File: src/fsc_pkg.sv
// Package: register map, field positions, reset values and encodings of the loop-2 config block
package fsc_pkg;
  // ****************************************
  // Register addresses (register index, 16-bit data)
  // ****************************************
  localparam int ADDR_W = 10;
  localparam int DATA_W = 16;
  localparam logic [ADDR_W-1:0] ADDR_CTRL_1 = 10'h191;
  localparam logic [ADDR_W-1:0] ADDR_CTRL_2 = 10'h192;
  localparam logic [ADDR_W-1:0] ADDR_CTRL_3 = 10'h193;
  localparam logic [ADDR_W-1:0] ADDR_CTRL_4 = 10'h194;
  localparam logic [ADDR_W-1:0] ADDR_CTRL_5 = 10'h195;
  localparam logic [ADDR_W-1:0] ADDR_CTRL_6 = 10'h196;
  localparam logic [ADDR_W-1:0] ADDR_CTRL_7 = 10'h199;
  localparam logic [ADDR_W-1:0] ADDR_EFS_2 = 10'h19A;
  localparam logic [ADDR_W-1:0] ADDR_SYNC_1 = 10'h1A1;
  localparam logic [ADDR_W-1:0] ADDR_SYNC_2 = 10'h1A2;
  localparam logic [ADDR_W-1:0] ADDR_SYNC_3 = 10'h1A3;
  localparam logic [ADDR_W-1:0] ADDR_SYNC_4 = 10'h1A4;
  localparam logic [ADDR_W-1:0] ADDR_SYNC_5 = 10'h1A5;
  localparam logic [ADDR_W-1:0] ADDR_SYNC_6 = 10'h1A6;
  localparam logic [ADDR_W-1:0] ADDR_SYNC_7 = 10'h1A7;
  localparam logic [ADDR_W-1:0] ADDR_SPREAD = 10'h1A9;
  localparam logic [ADDR_W-1:0] ADDR_STATUS = 10'h1AE;
  localparam logic [ADDR_W-1:0] ADDR_GPIO_CFG = 10'h1AF;
  // ****************************************
  // Field positions
  // ****************************************
  localparam int POS_ENA = 0;
  localparam int POS_FREERUN = 1;
  localparam int POS_UPD = 15;
  localparam int POS_FRATIO = 8;
  localparam int POS_REFDIV = 6;
  localparam int POS_GAIN = 2;
  localparam int POS_PHASE = 11;
  localparam int POS_BW = 0;
  localparam int POS_SS_AMPL = 4;
  localparam int POS_SS_FREQ = 2;
  localparam int POS_SS_SEL = 0;
  localparam int POS_ST_LOCK = 0;
  localparam int POS_ST_CHG = 1;
  // ****************************************
  // Reset values
  // ****************************************
  localparam logic RST_FREERUN = 1'b1;
  localparam logic [9:0] RST_INT_MULT = 10'h008;
  localparam logic [15:0] RST_FRAC_NUM = 16'h0018;
  localparam logic [15:0] RST_FRAC_DEN = 16'h007D;
  localparam logic RST_PHASE = 1'b1;
  localparam logic RST_SYNC_BW = 1'b1;
  // ****************************************
  // Encodings
  // ****************************************
  typedef enum logic [1:0] {
    FSC_SS_OFF = 2'h0,
    FSC_SS_ZERO_MEAN = 2'h1,
    FSC_SS_TRIANGLE = 2'h2,
    FSC_SS_DITHER = 2'h3
  } fsc_spread_t;
  typedef enum logic [1:0] {
    FSC_GPIO_OFF = 2'h0,
    FSC_GPIO_LOCK = 2'h1,
    FSC_GPIO_CLOCK = 2'h2
  } fsc_gpio_t;
endpackage

File: src/fsc_top.sv
// Loop-2 ratio, spread-spectrum and synchronizer configuration with lock status and pin routing
// Behaviour
// - Bandwidth bit: 0 wide, 1 narrow, resets 1
// - Amplitude bits 5:4 select modulation depth
// - Rate bits 3:2 used in triangle only
// - Select bits 1:0 off/zero-mean/triangle/dither
// - Lock indication follows loop frequency lock
// - Lock level and changes feed interrupt logic
// - Lock may drive general-purpose pin unmodified
// - Loop-derived clock may drive general-purpose pin
// - Output frequency follows divider, ratio, output divide
// - Ratio is integer plus numerator over denominator
// - Synchronizer divide code differs from main code
// - While enabled, update strobe applies integer and numerator
`timescale 1ns/100ps
module fsc_top (
  input wire logic clk,
  input wire logic sys_rst,
  input wire logic [fsc_pkg::ADDR_W-1:0] reg_addr,
  input wire logic [fsc_pkg::DATA_W-1:0] reg_wdata,
  input wire logic reg_wr,
  input wire logic reg_rd,
  output logic [fsc_pkg::DATA_W-1:0] reg_rdata,
  input wire logic loop_lock_in,
  input wire logic loop_clk_in,
  output logic loop_enable,
  output logic loop_freerun,
  output logic [9:0] int_mult,
  output logic [15:0] frac_num,
  output logic [15:0] frac_den,
  output logic [3:0] out_div_code,
  output logic [1:0] ref_div_code,
  output logic [3:0] ref_src,
  output logic [3:0] loop_gain,
  output logic phase_int_enable,
  output logic sync_enable,
  output logic [9:0] sync_int_mult,
  output logic [15:0] sync_num,
  output logic [15:0] sync_den,
  output logic [2:0] sync_div_code,
  output logic [1:0] sync_ref_div_code,
  output logic [3:0] sync_ref_src,
  output logic [3:0] sync_gain,
  output logic sync_bw_narrow,
  output logic [1:0] spread_amplitude,
  output logic [1:0] spread_triangle_rate,
  output logic [1:0] spread_mode,
  output logic lock_status,
  output logic lock_event,
  output logic gpio_out
);
  // ****************************************
  // State
  // ****************************************
  typedef struct packed {
    logic ena;
    logic freerun;
    logic [9:0] n_prog;
    logic [15:0] num_prog;
    logic [9:0] n_act;
    logic [15:0] num_act;
    logic [15:0] den;
    logic [3:0] fratio;
    logic [1:0] refdiv;
    logic [3:0] refsrc;
    logic [3:0] gain;
    logic phase;
    logic s_ena;
    logic [9:0] s_n;
    logic [15:0] s_num;
    logic [15:0] s_den;
    logic [2:0] s_fratio;
    logic [1:0] s_refdiv;
    logic [3:0] s_refsrc;
    logic [3:0] s_gain;
    logic s_bw;
    logic [1:0] ss_ampl;
    logic [1:0] ss_freq;
    logic [1:0] ss_sel;
    logic [1:0] ss_rate_eff;
    logic [1:0] gpio_fn;
    logic [1:0] lock_meta;
    logic lock;
    logic lock_chg;
    logic lock_pulse;
    logic [1:0] clk_meta;
    logic gpio;
    logic [fsc_pkg::DATA_W-1:0] rdata;
  } fsc_state_t;

  fsc_state_t st_r;
  fsc_state_t st_nxt;
  logic wr_hit;

  // ****************************************
  // Next-state logic
  // ****************************************
  // One combinational pass builds the whole next state
  always_comb begin
    st_nxt = st_r;
    st_nxt.lock_pulse = 1'b0;
    // Register writes
    if (reg_wr) begin
      case (reg_addr)
        fsc_pkg::ADDR_CTRL_1: begin
          st_nxt.ena = reg_wdata[fsc_pkg::POS_ENA];
          st_nxt.freerun = reg_wdata[fsc_pkg::POS_FREERUN];
        end
        fsc_pkg::ADDR_CTRL_2: begin
          st_nxt.n_prog = reg_wdata[9:0];
        end
        fsc_pkg::ADDR_CTRL_3: begin
          st_nxt.num_prog = reg_wdata;
        end
        fsc_pkg::ADDR_CTRL_4: begin
          st_nxt.den = reg_wdata;
        end
        fsc_pkg::ADDR_CTRL_5: begin
          st_nxt.fratio = reg_wdata[fsc_pkg::POS_FRATIO +: 4];
        end
        fsc_pkg::ADDR_CTRL_6: begin
          st_nxt.refdiv = reg_wdata[fsc_pkg::POS_REFDIV +: 2];
          st_nxt.refsrc = reg_wdata[3:0];
        end
        fsc_pkg::ADDR_CTRL_7: begin
          st_nxt.gain = reg_wdata[fsc_pkg::POS_GAIN +: 4];
        end
        fsc_pkg::ADDR_EFS_2: begin
          st_nxt.phase = reg_wdata[fsc_pkg::POS_PHASE];
        end
        fsc_pkg::ADDR_SYNC_1: begin
          st_nxt.s_ena = reg_wdata[fsc_pkg::POS_ENA];
        end
        fsc_pkg::ADDR_SYNC_2: begin
          st_nxt.s_n = reg_wdata[9:0];
        end
        fsc_pkg::ADDR_SYNC_3: begin
          st_nxt.s_num = reg_wdata;
        end
        fsc_pkg::ADDR_SYNC_4: begin
          st_nxt.s_den = reg_wdata;
        end
        fsc_pkg::ADDR_SYNC_5: begin
          st_nxt.s_fratio = reg_wdata[fsc_pkg::POS_FRATIO +: 3];
        end
        fsc_pkg::ADDR_SYNC_6: begin
          st_nxt.s_refdiv = reg_wdata[fsc_pkg::POS_REFDIV +: 2];
          st_nxt.s_refsrc = reg_wdata[3:0];
        end
        fsc_pkg::ADDR_SYNC_7: begin
          st_nxt.s_gain = reg_wdata[fsc_pkg::POS_GAIN +: 4];
          st_nxt.s_bw = reg_wdata[fsc_pkg::POS_BW];
        end
        fsc_pkg::ADDR_SPREAD: begin
          st_nxt.ss_ampl = reg_wdata[fsc_pkg::POS_SS_AMPL +: 2];
          st_nxt.ss_freq = reg_wdata[fsc_pkg::POS_SS_FREQ +: 2];
          st_nxt.ss_sel = reg_wdata[fsc_pkg::POS_SS_SEL +: 2];
        end
        fsc_pkg::ADDR_GPIO_CFG: begin
          st_nxt.gpio_fn = reg_wdata[1:0];
        end
        default: begin
        end
      endcase
    end
    // shadowed integer and numerator
    // Running loop sees a consistent pair only on the strobe, never a half-written ratio
    if (!st_r.ena) begin
      st_nxt.n_act = st_nxt.n_prog;
      st_nxt.num_act = st_nxt.num_prog;
    end else if (wr_hit && reg_wdata[fsc_pkg::POS_UPD]) begin
      st_nxt.n_act = st_nxt.n_prog;
      st_nxt.num_act = st_nxt.num_prog;
    end
    if (st_nxt.ss_sel == fsc_pkg::FSC_SS_TRIANGLE) begin
      st_nxt.ss_rate_eff = st_nxt.ss_freq;
    end else begin
      st_nxt.ss_rate_eff = 2'h0;
    end
    st_nxt.lock_meta = {st_r.lock_meta[0], loop_lock_in};
    st_nxt.lock = st_r.lock_meta[1];
    // change pulse and sticky change flag
    if (reg_wr && reg_addr == fsc_pkg::ADDR_STATUS && reg_wdata[fsc_pkg::POS_ST_CHG]) begin
      st_nxt.lock_chg = 1'b0;
    end
    if (st_r.lock_meta[1] != st_r.lock) begin
      st_nxt.lock_pulse = 1'b1;
      st_nxt.lock_chg = 1'b1;
    end
    // Loop clock is sampled, so only clocks below half of clk pass faithfully
    st_nxt.clk_meta = {st_r.clk_meta[0], loop_clk_in};
    case (st_r.gpio_fn)
      fsc_pkg::FSC_GPIO_LOCK: begin
        st_nxt.gpio = st_r.lock;
      end
      fsc_pkg::FSC_GPIO_CLOCK: begin
        st_nxt.gpio = st_r.clk_meta[1];
      end
      default: begin
        st_nxt.gpio = 1'b0;
      end
    endcase
    // Read data, one cycle after the strobe; unmapped reads zero
    if (reg_rd) begin
      case (reg_addr)
        fsc_pkg::ADDR_CTRL_1: st_nxt.rdata = {14'h0000, st_r.freerun, st_r.ena};
        fsc_pkg::ADDR_CTRL_2: st_nxt.rdata = {6'h00, st_r.n_prog};
        fsc_pkg::ADDR_CTRL_3: st_nxt.rdata = st_r.num_prog;
        fsc_pkg::ADDR_CTRL_4: st_nxt.rdata = st_r.den;
        fsc_pkg::ADDR_CTRL_5: st_nxt.rdata = {4'h0, st_r.fratio, 8'h00};
        fsc_pkg::ADDR_CTRL_6: st_nxt.rdata = {8'h00, st_r.refdiv, 2'h0, st_r.refsrc};
        fsc_pkg::ADDR_CTRL_7: st_nxt.rdata = {10'h000, st_r.gain, 2'h0};
        fsc_pkg::ADDR_EFS_2: st_nxt.rdata = {4'h0, st_r.phase, 11'h000};
        fsc_pkg::ADDR_SYNC_1: st_nxt.rdata = {15'h0000, st_r.s_ena};
        fsc_pkg::ADDR_SYNC_2: st_nxt.rdata = {6'h00, st_r.s_n};
        fsc_pkg::ADDR_SYNC_3: st_nxt.rdata = st_r.s_num;
        fsc_pkg::ADDR_SYNC_4: st_nxt.rdata = st_r.s_den;
        fsc_pkg::ADDR_SYNC_5: st_nxt.rdata = {5'h00, st_r.s_fratio, 8'h00};
        fsc_pkg::ADDR_SYNC_6: st_nxt.rdata = {8'h00, st_r.s_refdiv, 2'h0, st_r.s_refsrc};
        fsc_pkg::ADDR_SYNC_7: st_nxt.rdata = {10'h000, st_r.s_gain, 1'b0, st_r.s_bw};
        fsc_pkg::ADDR_SPREAD: st_nxt.rdata = {10'h000, st_r.ss_ampl, st_r.ss_freq, st_r.ss_sel};
        fsc_pkg::ADDR_STATUS: st_nxt.rdata = {14'h0000, st_r.lock_chg, st_r.lock};
        fsc_pkg::ADDR_GPIO_CFG: st_nxt.rdata = {14'h0000, st_r.gpio_fn};
        default: st_nxt.rdata = 16'h0000;
      endcase
    end
  end

  // Write hitting the control register that carries the update strobe
  assign wr_hit = reg_wr && (reg_addr == fsc_pkg::ADDR_CTRL_2);

  // ****************************************
  // State register
  // ****************************************
  // Synchronous reset loads documented defaults
  always_ff @(posedge clk) begin
    if (sys_rst) begin
      st_r <= '0;
      st_r.freerun <= fsc_pkg::RST_FREERUN;
      st_r.n_prog <= fsc_pkg::RST_INT_MULT;
      st_r.n_act <= fsc_pkg::RST_INT_MULT;
      st_r.num_prog <= fsc_pkg::RST_FRAC_NUM;
      st_r.num_act <= fsc_pkg::RST_FRAC_NUM;
      st_r.den <= fsc_pkg::RST_FRAC_DEN;
      st_r.phase <= fsc_pkg::RST_PHASE;
      st_r.s_bw <= fsc_pkg::RST_SYNC_BW;
    end else begin
      st_r <= st_nxt;
    end
  end

  // ****************************************
  // Outputs, all straight from state
  // ****************************************
  // ratio, dividers and gains to the oscillator
  assign loop_enable = st_r.ena;
  assign loop_freerun = st_r.freerun;
  assign int_mult = st_r.n_act;
  assign frac_num = st_r.num_act;
  assign frac_den = st_r.den;
  assign out_div_code = st_r.fratio;
  assign ref_div_code = st_r.refdiv;
  assign ref_src = st_r.refsrc;
  assign loop_gain = st_r.gain;
  assign phase_int_enable = st_r.phase;
  assign sync_enable = st_r.s_ena;
  assign sync_int_mult = st_r.s_n;
  assign sync_num = st_r.s_num;
  assign sync_den = st_r.s_den;
  assign sync_div_code = st_r.s_fratio;
  assign sync_ref_div_code = st_r.s_refdiv;
  assign sync_ref_src = st_r.s_refsrc;
  assign sync_gain = st_r.s_gain;
  assign sync_bw_narrow = st_r.s_bw;
  assign spread_amplitude = st_r.ss_ampl;
  assign spread_triangle_rate = st_r.ss_rate_eff;
  assign spread_mode = st_r.ss_sel;
  assign lock_status = st_r.lock;
  assign lock_event = st_r.lock_pulse;
  assign gpio_out = st_r.gpio;
  assign reg_rdata = st_r.rdata;
endmodule

File: config.mk
export PLATFORM = sky130hd
export DESIGN_NAME = fsc_top
export DESIGN_NICKNAME = d
export VERILOG_FILES = /design/src/fsc_pkg.sv /design/src/fsc_top.sv
export SDC_FILE = /design/constraint.sdc
export NUM_CORES = 1
export LEC_CHECK = 0
export BUFFER_PORTS_ARGS = -buffer_cell sky130_fd_sc_hd__buf_2
export CORE_AREA = 3 3 143 145
export CTS_CLUSTER_SIZE = 25
export DETAILED_ROUTE_END_ITERATION = 7
export DIE_AREA = 0 0 146 148
export MAX_ROUTING_LAYER = met4
export PLACE_DENSITY = 0.67
export SETUP_SLACK_MARGIN = 0.15
export SYNTH_ARGS = -nofsm -noshare
export SYNTH_HDL_FRONTEND = slang
export SYNTH_SLANG_ARGS = --single-unit
File: constraint.sdc
create_clock -name clk -period 2.5 [get_ports clk]
set_clock_uncertainty 0.05 [all_clocks]
set_input_delay 0.5 -clock clk [delete_from_list [all_inputs] [get_ports clk]]
set_output_delay 0.5 -clock clk [all_outputs]
set_load 0.05 [all_outputs]
# Yosys cells after proc, flatten, opt, wreduce, memory -nomap -nowiden
# Index checks and enable logic that the tools add are counted.
dict set report word_totals {
  regBits 176
  output_inout_bits 141
  word_cells 89
  inputBits 32
}
dict set report classes {
  n_mux 11
  n_bitwise 1
  n_reduce_logical 21
  n_eq_ne 23
}
# cell count
set ops {}
lappend ops {{one-hot mux 16 bit (18 select lines)} 1}
lappend ops {{equality test 10 x 9 -> 1 bit (second input constant)} 18}
lappend ops {{2-to-1 mux 26 bit} 3}
lappend ops {{AND reduction 2 bit} 15}
lappend ops {{2-to-1 mux 16 bit} 1}
lappend ops {{2-to-1 mux 10 bit} 1}
lappend ops {{2-to-1 mux 4 bit} 2}
lappend ops {{equality test 2 bit (second input constant)} 2}
lappend ops {{logical AND 1 bit} 4}
lappend ops {{equality test 2 x 1 -> 1 bit (second input constant)} 1}
lappend ops {{2-to-1 mux 2 bit} 1}
lappend ops {{!= test 2 x 1 -> 1 bit (second input constant)} 1}
lappend ops {{one-hot mux 1 bit (2 select lines)} 1}
lappend ops {{nonzero test 2 bit} 1}
lappend ops {{OR reduction 2 bit} 1}
lappend ops {{2-to-1 mux 1 bit} 1}
lappend ops {{!= test 1 bit} 1}
lappend ops {{NOT 1 bit} 1}

# Depth between registers and ports, before layout
# Gate-level depths: netlist of the first run.
dict set report logic_depth {
  ltp_word 6
  ltp_mapped 9
  mapped_depth_nobuf 5
}

# Least setup slack after synthesis of the first run
# OpenSTA, ideal clock, no wires.
dict set report synth_timing {
  path_type {input port to flip-flop}
  from {input reg_addr[0] (netlist bit)}
  to {register st_r (netlist bit reg_rdata[2])}
  arrival_time_ns 1.806
  path_buffers 3
  path_stages 8
  required_time_ns 2.300
  slack_ns 0.494
  path_cell_list {buf_2 and4bb_2 buf_2 and2_4 buf_6 a32o_1 a211oi_1 a311oi_1}
}
dict set report synth_via {
  elab_chain_len 2
  word_cells_on_any_way 19
  cone_classes {18 x eq/ne; 1 x mux}
}
# element line
set synth_rtl {}
lappend synth_rtl {{start, declared} fsc_top.sv:19} ;# input wire logic [fsc_pkg::ADDR_W-1:0] reg_addr,
lappend synth_rtl {{equality test 10 x 9 -> 1 bit} fsc_top.sv:205} ;# case (reg_addr)
lappend synth_rtl {{one-hot mux 16 bit (18 select lines) (*)} fsc_top.sv:205}
lappend synth_rtl {{end signal, assigned} fsc_top.sv:248} ;# st_r <= st_nxt;
lappend synth_rtl {{end, declared} fsc_top.sv:91} ;# fsc_state_t st_r;
# Mark *: on every way between the ends. The rest lies on a longest branch, timed or not.
# A chain may end at the register's enable or synchronous reset.

# Worst setup path in the final report of the first run
# Same ends and word-level chain as after synthesis.

==> impl_table.tex, run 1 <==
\begin{tabular}{lr}
\hline
Metric & Value \\
\hline
\multicolumn{2}{l}{\textbf{Power}} \\
Internal Power & between 4 and 5 mW \\
Share of total power in the clock network & between 40\% and 50\% \\
Power density of the placed cells & roughly 630 nW/um\^{}2 \\
Relative contribution of sequential cells to total power & 47.0\% \\
Comb power frac & between 5 and 6\% \\
Switch Pwr & $\sim$1.4 mW \\
Leakage power summed over all cells & 4.18 nW \\
Max IR drop VDD & about 420 uV \\
Sw frac & a little under a quarter \\
\multicolumn{2}{l}{\textbf{Clock network}} \\
CTS Sinks & roughly 180 \\
Number of cells upsized or downsized after cts & 0 \\
Maximum clock insertion buffer count & 2 \\
Worst skew pair latency & about 440 ps \\
Root Buffer & sky130\_fd\_sc\_hd\_\_clkbuf\_16 \\
Clock tree from TritonCTS & done \\
CTS HTree Levels & 4 \\
Clock transition at the registers of the reported paths & approximately 60 ps \\
Number of clock buffers inserted by TritonCTS & 17 \\
Hold Buf Count CTS & 0 \\
Count of buffers added by post-CTS timing repair for setup & 0 \\
\multicolumn{2}{l}{\textbf{Global routing}} \\
First-pass GRT wire length & 42700 um \\
Most Crowded Layer GR & met2 \\
Combined global-route utilization of all metal layers & a little over a quarter \\
Congestion Overflow GR & 0 \\
Via count of the first global-routing pass & 6943 \\
Met3 Use GR & 5.30\% \\
Initial antenna violation count & 0 \\
Met2 track demand over resource & approximately two fifths \\
Met1 capacity usage during global routing & 35.9\% \\
Maximum number of pins on one net before global-route repair & between 150 and 200 \\
\multicolumn{2}{l}{\textbf{Cells and area}} \\
Final design instance area without fill & 9490 um\^{}2 \\
Area taken by multi-input logic gates & around 3700 um\^{}2 \\
Nets & 1071 \\
Antenna diode instance count & 0 \\
Fill count & approximately 1900 \\
Area occupied by registers & about 3500 um\^{}2 \\
Post-synthesis to final-layout area growth & 9.84\% \\
Proportion of layout cells with a drive suffix above 1 & between 20\% and 30\% \\
\multicolumn{2}{l}{\textbf{STA}} \\
Highest Clock Rate & 525 MHz \\
Slew Limit Fails & 0 \\
Max-slew headroom & about half \\
Aggregate negative setup slack & 0 ps \\
Final hold viol count & 0 \\
Measured slew at the worst slew-check pin & 761 ps \\
Min Tclk post-route & $\sim$1900 ps \\
Unrepaired setup endpoints after global routing & no \\
Number of setup violations in the final report & 0 \\
Final period utilization & between 70\% and 80\% \\
\multicolumn{2}{l}{\textbf{Setup path}} \\
Path type of the worst setup path & primary input to flop \\
Sort of element at the end of the critical path & flop \\
CP cell instances & buf\_2 -> buf\_12 -> nor2b\_1 -> nand2\_1 -> a221oi\_1 -> o41ai\_2 -> buf\_4 -> a311oi\_1 \\
Worst EP arrival & between 2000 and 2500 ps \\
Critical R2R Launch & ref\_src[0] \\
WP data required & about 2800 ps \\
Endpoint of the worst register-to-register path & reg\_rdata[0] \\
Critical path startpoint category & primary input \\
CP max stage delay & 360 ps \\
Highest-delay cell along the critical path & sky130\_fd\_sc\_hd\_\_a221oi\_1 \\
Highest fanout seen on the critical path & 12 \\
FF-to-FF setup slack & between 800 and 900 ps \\
R2r worst-path depth & 5 \\
\multicolumn{2}{l}{\textbf{Min path}} \\
Worst min path class & primary input to flop \\
Endpoint with the worst hold slack & st\_nxt[18] \\
Origin of the worst min-delay path & loop\_clk\_in \\
Hold path depth & 2 \\
\multicolumn{2}{l}{\textbf{Yosys}} \\
Cell area after synthesis & 8640 um\^{}2 \\
Synthesized flop and latch total & between 150 and 200 \\
Post-synth EDFFs & 0 \\
Netlist cell types & slightly below 60 \\
Gate count after technology mapping & between 1000 and 1500 \\
Total number of yosys warnings & 0 \\
Synthesized area per cell & 8.46 um\^{}2 \\
Post-synth ARST share & 0\% \\
Number of nets produced by synthesis & 1055 \\
Post-synth top flop & sky130\_fd\_sc\_hd\_\_dfxtp\_1 \\
Sequential cell area fraction in the yosys report & around two fifths \\
\multicolumn{2}{l}{\textbf{Placement}} \\
Placed standard-cell area & 8870 um\^{}2 \\
Weighted congestion at the end of routability-driven global placement & between 0.9 and 1 \\
Post-detailed-placement half-perimeter wirelength & a little over 20000 um \\
Total of buffers placed on input and output ports & 172 \\
\multicolumn{2}{l}{\textbf{Die}} \\
Die Height & around 150 um \\
Count of pins on the block boundary & $\sim$170 \\
Initial Utilization & between 40 and 50\% \\
Core region area & 19300 um\^{}2 \\
Number of placement rows & 51 \\
Area of the die & about 22000 um\^{}2 \\
Die width & 146 um \\
\multicolumn{2}{l}{\textbf{Detailed routing}} \\
Number of search-and-repair iterations in the first detailed-routing pass & 5 \\
Number of vias per cell after detailed routing & $\sim$5.7 \\
Initial drt markers & approximately 670 \\
Vias & $\sim$7400 \\
DRC violations left & 0 \\
Wire length after detailed routing & between 20000 and 30000 um \\
Post-detailed-route count of antenna-violating nets & 0 \\
Routed length per placed instance & approximately 21 um \\
\multicolumn{2}{l}{\textbf{Outcome}} \\
Result of the run & finished, final reports clean \\
\multicolumn{2}{l}{\textbf{Run}} \\
Number of violations of the max-capacitance limit & 0 \\
\hline
\end{tabular}
final cells by class:
| class | instances | area share [%] |
|---|---|---|
| Clock buffer | 22 | 4.79 |
| Timing Repair Buffer | 215 | 13.6 |
| Inverter | 9 | 0.356 |
| Multi-Input combinational cell | 618 | 39.0 |
| Clock inverter | 9 | 1.66 |
| Sequential cell | 176 | 37.1 |
| Tap cell | 265 | 3.50 |
metal layers:
layer  vias up  part of all wire [%]
met5         -                     0
met4         0                   2.9
met3        54                   7.6
met2       360                    45
met1      3559                    45
li1       3467                     -
cells by family (layout without fill, tap and decap cells):
kind of cell	after synthesis	after routing	synth area share (%)
DFF	176	176	40.8
buffers and inverters	227	255	16.5
muxes	66	66	7.72
xor gates and xnor gates	1	1	0.101
and+or+nand+nor	354	354	19.2
AOI/OAI and AO/OA	195	195	15.4
adders and majority gates	2	2	0.290
cell usage after synthesis, types with 5 or more instances:
master                     number  area, um^2
sky130_fd_sc_hd__nand4_1        5        31.3
sky130_fd_sc_hd__buf_2         35         175
sky130_fd_sc_hd__a211oi_1      31         233
sky130_fd_sc_hd__clkbuf_1      41         154
sky130_fd_sc_hd__a221oi_1       9        78.8
sky130_fd_sc_hd__nand2_1      115         432
sky130_fd_sc_hd__nor2_1        94         353
sky130_fd_sc_hd__a21oi_1       75         375
sky130_fd_sc_hd__a22o_1        13         114
sky130_fd_sc_hd__mux2_2         5        56.3
sky130_fd_sc_hd__mux2i_1       61         611
sky130_fd_sc_hd__buf_4        139        1040
sky130_fd_sc_hd__nor3_1         9        45.0
sky130_fd_sc_hd__dfxtp_1      176        3520
sky130_fd_sc_hd__o21ai_0        7        35.0
sky130_fd_sc_hd__a22oi_1       21         158
sky130_fd_sc_hd__inv_1          9        33.8
sky130_fd_sc_hd__and3_1         5        31.3
sky130_fd_sc_hd__a311oi_1       8        70.1
sky130_fd_sc_hd__a32oi_1        5        43.8
sky130_fd_sc_hd__nor2b_1       15        93.8
sky130_fd_sc_hd__nand3_1       77         385
worst max-delay path, delay by kind of cell:
| kind | cells | cell delay (ps) |
|---|---|---|
| buffers and inverters | 3 | 630 |
| AND/OR/NAND/NOR | 2 | 320 |
| AO/OA/AOI/OAI | 3 | 740 |
worst max path at each step:
stage | start | end | slack (ps) | cells past startpoint
2_1_floorplan | reg_addr[0] | reg_rdata[2] | 490 | 8
3_3_place_gp | reg_addr[1] | reg_rdata[3] | 170 | 6
3_5_place_dp | reg_addr[1] | reg_rdata[3] | 200 | 6
4_1_cts | reg_addr[0] | reg_rdata[2] | 640 | 8
5_1_grt | reg_addr[0] | reg_rdata[2] | 540 | 8
6_report | reg_addr[0] | reg_rdata[2] | 590 | 8
power by group through the flow:
stage | combinational [mW] | sequential (mW) | clock [mW]
floorplan | 0.215 | 2.89 | 0
global placement | 0.344 | 2.89 | 0
detailed placement | 0.344 | 2.89 | 0
CTS | 0.344 | 2.83 | 2.84
global route | 0.370 | 2.83 | 2.97
finish | 0.352 | 2.83 | 2.84
cells in the final DEF, fill, tap and decap left out, drive strengths merged, types with 8 or more instances in the layout:
| cell | synthesis | routed |
|---|---|---|
| inv | 9 | 10 |
| a311oi | 8 | 8 |
| a22oi | 22 | 22 |
| nand2 | 115 | 115 |
| a211oi | 32 | 32 |
| nor2b | 15 | 15 |
| a21oi | 75 | 75 |
| buf | 177 | 215 |
| nor3 | 11 | 11 |
| clkbuf | 41 | 22 |
| nand3 | 77 | 77 |
| mux2i | 61 | 61 |
| o21ai | 8 | 8 |
| a22o | 13 | 13 |
| a221oi | 9 | 9 |
| dfxtp | 176 | 176 |
| nor2 | 94 | 94 |
sequential cells by signal, indices dropped and copies added, names as in the netlist, 3 cells and up:
name           count
sync_ref_src       4
int_mult          10
sync_den          16
st_nxt             3
sync_gain          4
st_r              32
sync_num          16
sync_div_code      3
reg_rdata         16
frac_den          16
loop_gain          4
out_div_code       4
sync_int_mult     10
frac_num          16
ref_src            4
metrics by stage:
stage	hold WS [ps]	total power [mW]	cells	utilization [%]	worst slack, ps
3_5_place_dp	377	3.23	1283	45.9	201
4_1_cts	234	6.01	1314	49.1	644
3_3_place_gp	379	3.23	1283	45.9	173
6_report	233	6.01	1314	49.1	594
5_1_grt	247	6.16	1314	49.1	537
2_1_floorplan	364	3.10	1021	-	494
(Power assumes the default switching activity.)
==> run 2, diff against run 1 <==
==> constraint.sdc (replaced) <==
create_clock -name clk -period 1.8 [get_ports clk]
set_clock_uncertainty 0.05 [all_clocks]
set_input_delay 0.36 -clock clk [delete_from_list [all_inputs] [get_ports clk]]
set_output_delay 0.36 -clock clk [all_outputs]
set_load 0.05 [all_outputs]
==> run 2 against run 1 <==
  * Critical endpoint is now reg_rdata[3]
  * Setup slack got worse by 410 ps
  * Global-route usage increased by 0.48 points
  * Hold slack lost 140 ps
  * Combinational power grew 78%
  * Cell area is 10% higher
  * Critical path type unchanged
==> impl_table.tex, run 2 (synthesis results as in run 1) <==
\begin{tabular}{lr}
\hline
Metric & Value \\
\hline
\multicolumn{2}{l}{\textbf{Outcome}} \\
Result of the run & finished, final reports clean \\
\multicolumn{2}{l}{\textbf{Power}} \\
Power density of the placed cells & 810 nW/um\^{}2 (+28\%) \\
Final Total Pwr & 8.45 mW (+41\%) \\
Max IR drop VDD & 677 uV (+60\%) \\
Leakage power summed over all cells & 4.71 nW (+13\%) \\
\multicolumn{2}{l}{\textbf{Detailed routing}} \\
Vias & 7748 (+4.1\%) \\
Number of search-and-repair iterations in the first detailed-routing pass & 5 (unchanged) \\
Initial drt markers & 750 (+13\%) \\
Routed length per placed instance & 21.1 um (-1.4\%) \\
DRC violations left & 0 (unchanged) \\
Wire length after detailed routing & 29500 um (+5.1\%) \\
Number of vias per cell after detailed routing & 5.53 (-2.3\%) \\
Post-detailed-route count of antenna-violating nets & 0 (unchanged) \\
\multicolumn{2}{l}{\textbf{Global routing}} \\
Via count of the first global-routing pass & 7015 (+1.0\%) \\
Combined global-route utilization of all metal layers & 26.8\% (+0.48 points) \\
First-pass GRT wire length & 43300 um (+1.5\%) \\
Congestion Overflow GR & 0 (unchanged) \\
Initial antenna violation count & 0 (unchanged) \\
Maximum number of pins on one net before global-route repair & 98 (-37\%) \\
\multicolumn{2}{l}{\textbf{STA}} \\
Slew Limit Fails & 0 (unchanged) \\
Measured slew at the worst slew-check pin & 462 ps (-299 ps) \\
Aggregate negative setup slack & 0 ps (unchanged) \\
Post-route setup slack & 189 ps (-406 ps) \\
Final period utilization & around 90\% \\
Number of setup violations in the final report & 0 (unchanged) \\
Unrepaired setup endpoints after global routing & no \\
Highest Clock Rate & around 620 MHz \\
Min Tclk post-route & approximately 1600 ps \\
Max-slew headroom & 69.2\% (+20 points) \\
Final hold viol count & 0 (unchanged) \\
\multicolumn{2}{l}{\textbf{Setup path}} \\
Highest fanout seen on the critical path & 7 (-5) \\
Path type of the worst setup path & primary input to flop \\
WP data required & 2090 ps (-690 ps) \\
Critical path startpoint category & primary input \\
Worst EP arrival & 1910 ps (-280 ps) \\
Sort of element at the end of the critical path & flop \\
\multicolumn{2}{l}{\textbf{Placement}} \\
Setup WS pre-CTS & -306 ps (-507 ps) \\
Total placed cells including tap cells & 1365 (+6.4\%) \\
Total of buffers placed on input and output ports & 172 (unchanged) \\
Weighted congestion at the end of routability-driven global placement & 0.963 (+2.0\%) \\
Post-detailed-placement half-perimeter wirelength & 21800 um (+7.9\%) \\
\multicolumn{2}{l}{\textbf{Cells and area}} \\
Most common cell after layout, fill and taps aside & sky130\_fd\_sc\_hd\_\_dfxtp\_1 \\
Post-synthesis to final-layout area growth & 20.9\% \\
Antenna diode instance count & 0 (unchanged) \\
Nets & 1158 (+8.1\%) \\
Flip-flop count of the largest register, all copies and words added & 32 (unchanged) \\
Register with the most flip-flops & st\_r \\
Area occupied by registers & 3520 um\^{}2 (about the same) \\
Post-layout instance count excluding filler cells & 1401 (+6.6\%) \\
Area taken by multi-input logic gates & 3930 um\^{}2 (+6.3\%) \\
Fill count & 1848 (-2.8\%) \\
Commonest cells after routing, fill and taps aside & 175 x sky130\_fd\_sc\_hd\_\_dfxtp\_1, 165 x sky130\_fd\_sc\_hd\_\_buf\_2, 117 x sky130\_fd\_sc\_hd\_\_buf\_4, 111 x sky130\_fd\_sc\_hd\_\_nand2\_1, 92 x sky130\_fd\_sc\_hd\_\_nor2\_1 \\
Proportion of layout cells with a drive suffix above 1 & 33.6\% (+8.9 points) \\
Final core occ & 54.0\% (+4.9 points) \\
\multicolumn{2}{l}{\textbf{Run}} \\
Number of violations of the max-capacitance limit & 0 (unchanged) \\
\multicolumn{2}{l}{\textbf{Clock network}} \\
Maximum clock insertion buffer count & 2 (unchanged) \\
Number of clock buffers inserted by TritonCTS & 17 (unchanged) \\
Worst skew pair latency & 440 ps (about the same) \\
CTS HTree Levels & 4 (unchanged) \\
Clock transition at the registers of the reported paths & 60 ps (about the same) \\
Root Buffer & sky130\_fd\_sc\_hd\_\_clkbuf\_16 \\
CTS Sinks & 176 (unchanged) \\
Clock tree from TritonCTS & done \\
\multicolumn{2}{l}{\textbf{Die}} \\
Number of placement rows & 51 (unchanged) \\
Die Height & 148 um (unchanged) \\
Count of pins on the block boundary & 173 (unchanged) \\
Initial Utilization & 44.7\% (unchanged) \\
Area of the die & 21600 um\^{}2 (unchanged) \\
Die width & 146 um (unchanged) \\
Core region area & 19300 um\^{}2 (unchanged) \\
\multicolumn{2}{l}{\textbf{Min path}} \\
Worst min path class & primary input to flop \\
\hline
\end{tabular}
run 2: per-layer routing:
layer  vias to the layer above  track usage (%)  part of all wire, %  wire length, um
li1                       3642                -                    -                -
met1                      3713             37.7                   44            13100
met2                       362             40.4                   46            13600
met3                        31             4.11                  8.1             2390
met4                         0             7.38                  1.5              431
met5                         -                -                    0                0
run 2: cell type report:
class	instances	share of cell area, %
sequential	176	33.8
multi-input combinational	619	37.7
clock inverter	13	1.68
clock buffer	18	4.21
tap	265	3.18
timing repair buffer	301	19.2
inverter	9	0.324
run 2: final timing paths:
check,end,depth (start not counted),slack [ps],start
max,reg_rdata[3],7,190,reg_addr[5]
min,st_nxt[23],2,90,loop_lock_in
max reg2reg,reg_rdata[0],6,340,ref_src[0]
min reg2reg,st_r[18],1,390,st_nxt[18]
run 2: timing repair:
action,in CTS,in global routing
pin swaps,0,14
gates cloned,0,2
endpoints found under the setup margin,5,70
buffers inserted,0,3
resized for setup,2,32
hold buffers,0,0
run 2: power breakdown:
part	leakage, nW	switching, mW	internal (mW)
combinational	2.99	0.404	0.221
clock	0.294	1.66	2.25
sequential	1.42	0.0120	3.91
run 2: critical path, cell delays in order:
cell and delay [ps]:
sky130_fd_sc_hd__buf_8 100, sky130_fd_sc_hd__nand4bb_4 220, sky130_fd_sc_hd__or3_4 400, sky130_fd_sc_hd__a311oi_4 350, sky130_fd_sc_hd__o41ai_4 90, sky130_fd_sc_hd__buf_6 150, sky130_fd_sc_hd__a311oi_2 220
run 2: through the flow:
stage                     instance area (um^2)  hold WS, ps
after global placement                    9610          378
final                                    10400         91.3
after global routing                     10400         84.6
after floorplan                           8880          364
after CTS                                10200         82.7
after detailed placement                  9610          392
